==> src/pkg/monitor_regs_pkg.sv <==
// Register map, field positions and reset values of the temperature and
// low-voltage monitor register bank. Shared by the bank and its testbench.
package monitor_regs_pkg;

  // Register indices; the byte address on the bus is four times the index.
  localparam logic [9:0] TEMP_CTL_IDX = 10'h2F0;
  localparam logic [9:0] LV_CTL_IDX = 10'h2F1;
  localparam logic [9:0] IRQ_STAT_IDX = 10'h300;
  localparam logic [9:0] IRQ_MASK_IDX = 10'h301;

  // Byte addresses.
  localparam logic [11:0] TEMP_CTL_ADDR = {TEMP_CTL_IDX, 2'b00};
  localparam logic [11:0] LV_CTL_ADDR = {LV_CTL_IDX, 2'b00};
  localparam logic [11:0] IRQ_STAT_ADDR = {IRQ_STAT_IDX, 2'b00};
  localparam logic [11:0] IRQ_MASK_ADDR = {IRQ_MASK_IDX, 2'b00};

  // Temperature control fields.
  localparam int TEST_HI_BIT = 7;
  localparam int TEST_LO_BIT = 6;
  localparam int SRC_SEL_BIT = 5;
  localparam int ACCESS_EN_BIT = 4;
  localparam int SENSE_EN_BIT = 3;
  localparam int STATUS_BIT = 2;
  localparam int IE_BIT = 1;
  localparam int FLAG_BIT = 0;

  // Interrupt status and mask layout.
  localparam int IRQ_HOT_BIT = 0;
  localparam int IRQ_UV_BIT = 1;
  localparam int IRQ_W = 2;

  // Reset values.
  localparam logic [7:0] TEMP_CTL_RST = 8'h00;
  localparam logic [7:0] LV_CTL_RST = 8'h00;
  localparam logic [IRQ_W-1:0] IRQ_MASK_RST = 2'h0;
  localparam logic [31:0] UNMAPPED_READ = 32'h0000_0000;

endpackage

==> src/design/monitor_regs.sv <==
// Control and status register bank of the regulator's high-temperature
// sensor and low-voltage detector, reached over Avalon-MM with waitrequest.
// Assumes comparator levels are asynchronous and the mode inputs are
// synchronous to clk.
//
// Overview of operation
// - Control bits 7 and 6 are test bits writable only in special mode.
// - Bit 5 routes bandgap when one, temperature voltage when zero, only with bit 4 set.
// - Bit 4 connects the selected voltage to the converter, else the external input.
// - Bit 3 enables the temperature sensing function.
// - Bit 2 is read-only hot status, one only when hot in full performance mode.
// - Bit 1 makes a set temperature flag request an interrupt.
// - The temperature flag sets on any status change and clears only on a written one.
// - Entering reduced power mode does not clear the temperature flag.
// - Low-voltage bit 2 is read-only status, one only when undervolt in full performance.
// - Low-voltage bit 1 makes a set low-voltage flag request an interrupt.
// - The low-voltage flag sets on any status change and clears only on a written one.
// - Entering reduced power mode does not clear the low-voltage flag.
// - Low-voltage bits 7 to 3 read zero and ignore writes.
`timescale 1ns/100ps
module monitor_regs
  import monitor_regs_pkg::*;
#(
  parameter int ADDR_W = 12
) (
  // Clock and reset
  input wire logic clk,
  input wire logic reset_n,
  // Avalon-MM slave
  input wire logic [ADDR_W-1:0] address,
  input wire logic read,
  input wire logic write,
  input wire logic [3:0] byteenable,
  input wire logic [31:0] writedata,
  output logic [31:0] readdata,
  output logic waitrequest,
  // Analog comparators and regulator mode
  input wire logic hot_detect_raw,
  input wire logic undervolt_raw,
  input wire logic full_performance_mode,
  input wire logic special_mode,
  // Analog controls
  output logic temp_sense_enable,
  output logic [1:0] sensor_test_bits,
  output logic adc_internal_sel,
  output logic adc_bandgap_sel,
  output logic adc_temp_sel,
  // Interrupts
  output logic hot_irq_req,
  output logic undervolt_irq_req,
  output logic irq
);

  if (ADDR_W < 12)
  begin : g_addr_check
    $error("ADDR_W must be at least 12 to reach the register map");
  end

  logic [1:0] test_q;
  logic src_sel_q;
  logic access_en_q;
  logic sense_en_q;
  logic hot_ie_q;
  logic hot_flag_q;
  logic hot_status_q;
  logic uv_ie_q;
  logic uv_flag_q;
  logic uv_status_q;
  logic [IRQ_W-1:0] irq_stat_q;
  logic [IRQ_W-1:0] irq_mask_q;
  logic [IRQ_W-1:0] rd_stat_q;
  logic [1:0] cmp_sync;
  logic hot_status_d;
  logic uv_status_d;
  logic hot_event;
  logic uv_event;
  logic acc_wr;
  logic acc_rd;
  logic lane0;
  logic [7:0] wbyte;
  logic wr_temp;
  logic wr_lv;
  logic wr_mask;
  logic rd_stat;

  function automatic logic hit(input logic [ADDR_W-1:0] a, input logic [11:0] r);
    hit = (a == ADDR_W'(r));
  endfunction

  function automatic logic [7:0] ctl_byte(input logic [1:0] t, input logic v,
                                          input logic a, input logic e, input logic s,
                                          input logic ie, input logic f);
    ctl_byte = {t, v, a, e, s, ie, f};
  endfunction

  // Bus handshake: a request is answered with waitrequest low one cycle
  // after it rises, and takes effect at the edge that samples it low.
  assign acc_wr = write && !waitrequest;
  assign acc_rd = read && !waitrequest;
  assign lane0 = byteenable[0];
  assign wbyte = writedata[7:0];
  assign wr_temp = acc_wr && lane0 && hit(address, TEMP_CTL_ADDR);
  assign wr_lv = acc_wr && lane0 && hit(address, LV_CTL_ADDR);
  assign wr_mask = acc_wr && lane0 && hit(address, IRQ_MASK_ADDR);
  assign rd_stat = acc_rd && hit(address, IRQ_STAT_ADDR);

  always_ff @(posedge clk)
  begin
    if (!reset_n)
    begin
      waitrequest <= 1'b1;
    end
    else
    begin
      waitrequest <= !((read || write) && waitrequest);
    end
  end

  // Read data are captured when waitrequest drops and stand while it is low.
  always_ff @(posedge clk)
  begin
    if (!reset_n)
    begin
      readdata <= UNMAPPED_READ;
      rd_stat_q <= '0;
    end
    else if (read && waitrequest)
    begin
      rd_stat_q <= '0;
      if (hit(address, TEMP_CTL_ADDR))
      begin
        readdata <= {24'h000000, ctl_byte(test_q, src_sel_q, access_en_q, sense_en_q,
                                          hot_status_q, hot_ie_q, hot_flag_q)};
      end
      else if (hit(address, LV_CTL_ADDR))
      begin
        readdata <= {24'h000000, ctl_byte(2'h0, 1'b0, 1'b0, 1'b0,
                                          uv_status_q, uv_ie_q, uv_flag_q)};
      end
      else if (hit(address, IRQ_STAT_ADDR))
      begin
        readdata <= {30'h0000_0000, irq_stat_q};
        rd_stat_q <= irq_stat_q;
      end
      else if (hit(address, IRQ_MASK_ADDR))
      begin
        readdata <= {30'h0000_0000, irq_mask_q};
      end
      else
      begin
        readdata <= UNMAPPED_READ;
      end
    end
  end

  level_sync #(
    .WIDTH(2)
  ) u_cmp_sync (
    .clk(clk),
    .reset_n(reset_n),
    .async_in({undervolt_raw, hot_detect_raw}),
    .sync_out(cmp_sync)
  );

  assign hot_status_d = cmp_sync[0] && full_performance_mode && sense_en_q;
  assign uv_status_d = cmp_sync[1] && full_performance_mode;
  assign hot_event = hot_status_d != hot_status_q;
  assign uv_event = uv_status_d != uv_status_q;

  always_ff @(posedge clk)
  begin
    if (!reset_n)
    begin
      hot_status_q <= 1'b0;
      uv_status_q <= 1'b0;
    end
    else
    begin
      hot_status_q <= hot_status_d;
      uv_status_q <= uv_status_d;
    end
  end

  // Temperature control register; status and flag bits are not stored here.
  always_ff @(posedge clk)
  begin
    if (!reset_n)
    begin
      test_q <= TEMP_CTL_RST[TEST_HI_BIT:TEST_LO_BIT];
      src_sel_q <= TEMP_CTL_RST[SRC_SEL_BIT];
      access_en_q <= TEMP_CTL_RST[ACCESS_EN_BIT];
      sense_en_q <= TEMP_CTL_RST[SENSE_EN_BIT];
      hot_ie_q <= TEMP_CTL_RST[IE_BIT];
    end
    else if (wr_temp)
    begin
      if (special_mode)
      begin
        test_q <= wbyte[TEST_HI_BIT:TEST_LO_BIT];
      end
      src_sel_q <= wbyte[SRC_SEL_BIT];
      access_en_q <= wbyte[ACCESS_EN_BIT];
      sense_en_q <= wbyte[SENSE_EN_BIT];
      hot_ie_q <= wbyte[IE_BIT];
    end
  end

  always_ff @(posedge clk)
  begin
    if (!reset_n)
    begin
      uv_ie_q <= LV_CTL_RST[IE_BIT];
    end
    else if (wr_lv)
    begin
      uv_ie_q <= wbyte[IE_BIT];
    end
  end

  // Flags ignore the regulator mode, so a move to reduced power keeps them.
  // temperature flag set and clear
  always_ff @(posedge clk)
  begin
    if (!reset_n)
    begin
      hot_flag_q <= TEMP_CTL_RST[FLAG_BIT];
    end
    else
    begin
      hot_flag_q <= (hot_flag_q && !(wr_temp && wbyte[FLAG_BIT])) || hot_event;
    end
  end

  always_ff @(posedge clk)
  begin
    if (!reset_n)
    begin
      uv_flag_q <= LV_CTL_RST[FLAG_BIT];
    end
    else
    begin
      uv_flag_q <= (uv_flag_q && !(wr_lv && wbyte[FLAG_BIT])) || uv_event;
    end
  end

  // Only bits that were returned by the read are cleared, so an event
  // landing between capture and acceptance is not lost.
  always_ff @(posedge clk)
  begin
    if (!reset_n)
    begin
      irq_stat_q <= '0;
      irq_mask_q <= IRQ_MASK_RST;
    end
    else
    begin
      irq_stat_q <= (irq_stat_q & ~(rd_stat ? rd_stat_q : '0)) | {uv_event, hot_event};
      if (wr_mask)
      begin
        irq_mask_q <= wbyte[IRQ_W-1:0];
      end
    end
  end

  // Analog controls and interrupt requests, all from flip-flops.
  always_ff @(posedge clk)
  begin
    if (!reset_n)
    begin
      temp_sense_enable <= 1'b0;
      sensor_test_bits <= 2'h0;
      adc_internal_sel <= 1'b0;
      adc_bandgap_sel <= 1'b0;
      adc_temp_sel <= 1'b0;
    end
    else
    begin
      temp_sense_enable <= sense_en_q;
      sensor_test_bits <= test_q;
      adc_internal_sel <= access_en_q;
      adc_bandgap_sel <= access_en_q && src_sel_q;
      adc_temp_sel <= access_en_q && !src_sel_q;
    end
  end

  always_ff @(posedge clk)
  begin
    if (!reset_n)
    begin
      hot_irq_req <= 1'b0;
      undervolt_irq_req <= 1'b0;
      irq <= 1'b0;
    end
    else
    begin
      hot_irq_req <= hot_flag_q && hot_ie_q;
      undervolt_irq_req <= uv_flag_q && uv_ie_q;
      irq <= |(irq_stat_q & irq_mask_q);
    end
  end
endmodule

==> src/design/level_sync.sv <==
// Two-stage synchroniser for a group of independent level signals.
// Assumes each bit is a slow level; bits are not coherent with each other.
`timescale 1ns/100ps
module level_sync #(
  parameter int WIDTH = 2
) (
  // Clock and reset
  input wire logic clk,
  input wire logic reset_n,
  // Levels
  input wire logic [WIDTH-1:0] async_in,
  output logic [WIDTH-1:0] sync_out
);

  logic [WIDTH-1:0] meta_q;

  // The first stage feeds only the second stage.
  always_ff @(posedge clk)
  begin
    if (!reset_n)
    begin
      meta_q <= '0;
      sync_out <= '0;
    end
    else
    begin
      meta_q <= async_in;
      sync_out <= meta_q;
    end
  end

endmodule

==> config.mk <==
export PLATFORM = sky130hd
export DESIGN_NAME = monitor_regs
export DESIGN_NICKNAME = d
export VERILOG_FILES = /design/src/pkg/monitor_regs_pkg.sv /design/src/design/monitor_regs.sv /design/src/design/level_sync.sv
export SDC_FILE = /design/constraint.sdc
export NUM_CORES = 1
export LEC_CHECK = 0
export BUFFER_PORTS_ARGS = -buffer_cell sky130_fd_sc_hd__buf_2
export CORE_UTILIZATION = 44
export CTS_BUF_LIST = sky130_fd_sc_hd__clkbuf_8 sky130_fd_sc_hd__clkbuf_16
export DETAILED_ROUTE_END_ITERATION = 10
export GPL_TIMING_DRIVEN = 0
export MAX_ROUTING_LAYER = met4
export PLACE_DENSITY = 0.78
export SLEW_MARGIN = 10
export SYNTH_ARGS = -nofsm -noshare
export SYNTH_HDL_FRONTEND = slang
export SYNTH_SLANG_ARGS = --single-unit
export TNS_END_PERCENT = 20
==> constraint.sdc <==
create_clock -name clk -period 1.7 [get_ports clk]
set_input_delay 0.34 -clock clk [delete_from_list [all_inputs] [get_ports clk]]
set_output_delay 0.34 -clock clk [all_outputs]
set_load 0.005 [all_outputs]
[Yosys cells after proc, flatten, opt, wreduce, memory -nomap -nowiden]
Index checks and enable logic that the tools add are counted.
Widths: inputs -> output; s select.
Cells by class
  equality and inequality tests: 6
  multiplexer cells: 8
  bitwise operators: 4
  reductions and logical operators: 30
Operators by type and width (number)
  $eq 12x12->1 const B: 4
  $logic_and 1x1->1: 20
  $mux 2: 6
  $mux 8: 1
  $logic_not 1->1: 5
  $and 2x2->2: 2
  $logic_or 1x1->1: 3
  $mux 3: 1
  $ne 1x1->1: 2
  $not 2->2: 1
  $or 2x2->2: 1
  $reduce_and 2->1: 1
  $reduce_or 2->1: 1
Word-level totals
  register bits: 63
  input bits: 56
  output and inout bits: 42
  word-level logic and storage cells: 73

[Logic depth before layout (Yosys ltp)]
  depth in word-level cells: 8
  depth in mapped cells: 6
  gate-level depth less buffers: 4

[Cells and area by module]
From an unflattened synthesis, not the netlist that was laid out.
Second synthesis, totals
  cells, all modules: 185
  area, all modules: 1740.4 um^2
Modules (own cells, without submodules)
  monitor_regs: instances 1, cells each 177, area an instance 1635.3 um^2
  level_sync: instances 1, cells each 8, area an instance 105.1 um^2

[Worst setup path before layout]
OpenSTA, ideal clock, no wires.
  path kind: input-to-reg
  start: in address[5]
  end: reg access_en_q
  arrival time: 1.352 ns
  data required time: 1.628 ns
  setup slack: 0.276 ns
  stages: 4
  path through: nor4_4 -> nand4_4 -> nor3b_4 -> mux2i_1
On the way
  word-level cells in the longest chain between the ends: 2
Ends and longest elaborated chain
  start, declared: RTL line monitor_regs.sv:30  | input wire logic [ADDR_W-1:0] address,
  $eq 12x12->1: RTL line monitor_regs.sv:87  | hit = (a == ADDR_W'(r));
  $logic_and 1x1->1: RTL line monitor_regs.sv:102  | assign wr_temp = acc_wr && lane0 && hit(address, TEMP_CTL_ADDR);
  end signal, assigned: RTL line monitor_regs.sv:191  | access_en_q <= TEMP_CTL_RST[ACCESS_EN_BIT];
  end signal, assigned: RTL line monitor_regs.sv:202  | access_en_q <= wbyte[ACCESS_EN_BIT];
  end, declared: RTL line monitor_regs.sv:61  | logic access_en_q;
No other way between the ends.
A chain may end at the register's enable or synchronous reset.

[Final worst setup path]
  start: in address[5]
  end: reg hot_ie_q
On the way
  word-level cells in the longest chain between the ends: 2
Ends and longest elaborated chain
  $eq 12x12->1: RTL line monitor_regs.sv:87
  $logic_and 1x1->1: RTL line monitor_regs.sv:102
  end signal, assigned: RTL line monitor_regs.sv:193  | hot_ie_q <= TEMP_CTL_RST[IE_BIT];
  end signal, assigned: RTL line monitor_regs.sv:204  | hot_ie_q <= wbyte[IE_BIT];
  end, declared: RTL line monitor_regs.sv:63  | logic hot_ie_q;
No other way between the ends.

==> results.sh <==
export IMPL_final_cell_area_um2=2290
export IMPL_synth_ff_type="dfxtp_1"
export IMPL_post_cts_buffers=0
export IMPL_crit_path_start_kind="input port"
export IMPL_avgViaCountPerCell=4.63
export IMPL_finalSetupTns_ns=0
export IMPL_fp_dieH_um=66.0
export IMPL_synth_top_area_share_pct=43.3
export IMPL_place_area_um2=2170
export IMPL_antenna_found_initial=0
export IMPL_cts_tree="done"
export IMPL_finClkSkew_ns=0.00560
export IMPL_crit_end="hot_ie_q"
export IMPL_worst_setup_path_type="in -> reg"
export IMPL_final_antenna_net_count=0
export IMPL_min_path_type="in -> reg"
export IMPL_async_reset_ff_share_pct=0
export IMPL_grt_max_degree=14
export IMPL_crit_path_cell_trace="buf_2 -> nor4_4 -> nand4_4 -> nor3b_4 -> mux2i_1"
export IMPL_maxSlewViolCount=0
export IMPL_yosys_warnings=0
export IMPL_clkTransAtPathRegs_ns=0.08
export IMPL_power_leakage_uw=0.00112
export IMPL_fin_hold_ws_ns=0.243
export IMPL_wl_met2_um=1700
export IMPL_drt_first_pass_iters=4
export IMPL_vias=1432
export IMPL_reg2reg_depth=3
export IMPL_grt_pass1_vias=1206
export IMPL_regArea_um2=781
export IMPL_cts_hold_buf=0
export IMPL_crit_fanout=5
export IMPL_syn_area_per_cell_um2=9.69
export IMPL_num_rows=22
export IMPL_drc=0
export IMPL_cts_sinks=39
export IMPL_top_level_ports=98
export IMPL_areaGrowthSynthToFinish_pct=27.1
export IMPL_gp_congestion=0.894
export IMPL_wl_met1_um=1540
export IMPL_ys_top_cells_by_area="dfxtp_1, buf_4, mux2i_1"
export IMPL_max_stage_delay_ns=0.40
export IMPL_final_setup_worst_slack_ns=0.290
export IMPL_arrival_ns=1.63
export IMPL_nets=316
export IMPL_antenna_cells=0
export IMPL_core_area_um2=3800
export IMPL_pwr_density_cell_nw_per_um2=843
export IMPL_synth_seq_cells=39
export IMPL_most_common_layout_cells="buf_2, dfxtp_1, buf_4, conb_1, nand2_1"
export IMPL_ys_types=38
export IMPL_clk_path_buf_depth=2
export IMPL_syn_inst=186
export IMPL_synth_edff_count=0
export IMPL_dpl_worst_slack_ns=-0.0393
export IMPL_syn_area_um2=1800
export IMPL_max_freq_mhz=709
export IMPL_r2r_setup_slack_ns=0.35
export IMPL_route_met3_wl_um=292
export IMPL_max_cap_viol_count=0
export IMPL_timing_rr_end="hot_ie_q"
export IMPL_rsz0062_at_grt="no"
export IMPL_layout_commonest_cell="buf_2"
export IMPL_grt_use_total_pct=18.0
export IMPL_worstPathRequired_ns=1.92
export IMPL_cts_made_buffers=5
export IMPL_status="finished, final reports clean"
export IMPL_drive_gt1_share_pct=34.5
export IMPL_ir_worst_vdd_uv=602
export IMPL_wl_um=3580
export IMPL_reg2reg_from="waitrequest"
export IMPL_grt_pass1_wl_um=5580
export IMPL_dpl_hpwl_um=2710
export IMPL_fin_crit_ns=1.41
export IMPL_grt_ovfl_total=0
export IMPL_ys_seq_area_share_pct=43.3
export IMPL_die_w_um=66.0
export IMPL_routed_top_layer="met4"
export IMPL_initial_core_util_pct=47.4
export IMPL_synth_top_cell_by_area="dfxtp_1"
export IMPL_critical_path_startpoint="address[5]"
export IMPL_cp_end_kind="flip-flop"
export IMPL_wire_per_inst_um=11.6
export IMPL_clkLatencyLatePin_ns=0.30
export IMPL_die_area_um2=4350
export IMPL_hold_viol_final=0
export IMPL_drtIter0Drc=83
export IMPL_ctsHtreeMaxLevel=2
export IMPL_worst_path_max_delay_cell="nor3b_4"
export IMPL_finalCritPeriodShare_pct=82.9
export IMPL_cts_root_buf="clkbuf_8"
export IMPL_multiInputGateArea_um2=845
export IMPL_num_fill_cells=364
export IMPL_finalSetupViolCount=0
export IMPL_ctsResizeCount=0
export IMPL_portBuffers=44
-- where the power goes --
part	leakage, µW	internal (µW)	switching (µW)
clock	0.0000618	482	335
sequential	0.000316	925	7.42
combinational	0.000741	95.6	85.8
total	0.00112	1500	428
-- through the flow --
step	power, µW	instances	util, %
5_1_grt	2010	309	60.3
2_1_floorplan	1070	209	-
3_5_place_dp	1130	301	57.1
6_report	1930	309	60.3
4_1_cts	1950	309	60.3
3_3_place_gp	1130	301	57.1
-- synthesized netlist by cell type, drive strengths merged, types with 3 or more instances --
cell and instances:
dfxtp 39, buf 28, nand2 23, mux2i 10
and3 8, nor2b 7, a22oi 6, and2 6
inv 6, o21ai 6, nand3 5, a21oi 4
a31oi 4, nor2 4, clkbuf 3, nand4 3
-- logic make-up (layout without fill, tap and decap cells) --
family                    Yosys count  in the layout  share of synthesized area (%)
other                               1             24                          0.208
and+or+nand+nor                    69             69                           25.1
buffers and inverters              37             89                           14.6
xor gates and xnor gates            4              4                           1.94
DFF                                39             39                           43.3
muxes                              10             10                           5.56
AOI/OAI and AO/OA                  26             26                           9.31
-- state kept, by name, indices dropped and copies added (netlist names), 2 cells and up --
name                 cells
test_q                   2
irq_stat_q               2
u_cmp_sync.meta_q        2
readdata                 8
sensor_test_bits         2
rd_stat_q                2
irq_mask_q               2
u_cmp_sync.sync_out      2
-- final cells by class --
| type | instances | share of cell area (%) |
|---|---|---|
| Buffer | 31 | 10.5 |
| Inverter | 6 | 0.984 |
| Clock buffer | 6 | 3.61 |
| Tap cell | 48 | 2.62 |
| Clock inverter | 2 | 1.69 |
| Sequential cell | 39 | 34.1 |
| Multi-Input combinational cell | 133 | 36.9 |
| Timing Repair Buffer | 44 | 9.62 |
-- worst max-delay path, delay by kind of cell --
kind / cells / cell delay (ns)
and+or+nand+nor: 3 / 0.95
muxes: 1 / 0.23
buffers and inverters: 1 / 0.11
-- worst min path at each step --
stage	slack [ns]	depth (start not counted)	end	start
floorplan	0.41	1	u_cmp_sync.sync_out[0]	u_cmp_sync.meta_q[0]
global placement	0.42	1	u_cmp_sync.sync_out[0]	u_cmp_sync.meta_q[0]
detailed placement	0.42	1	u_cmp_sync.sync_out[0]	u_cmp_sync.meta_q[0]
CTS	0.23	2	u_cmp_sync.meta_q[1]	undervolt_raw
global route	0.25	2	u_cmp_sync.meta_q[0]	hot_detect_raw
finish	0.24	2	u_cmp_sync.meta_q[1]	undervolt_raw
-- routing by layer --
metal  up-vias  GRT usage, %
met5         -             -
met4         0          6.91
met3         7          7.59
met2        60          27.3
met1       631          20.9
li1        734             -
Note: power is estimated with default switching activity, not from simulation.
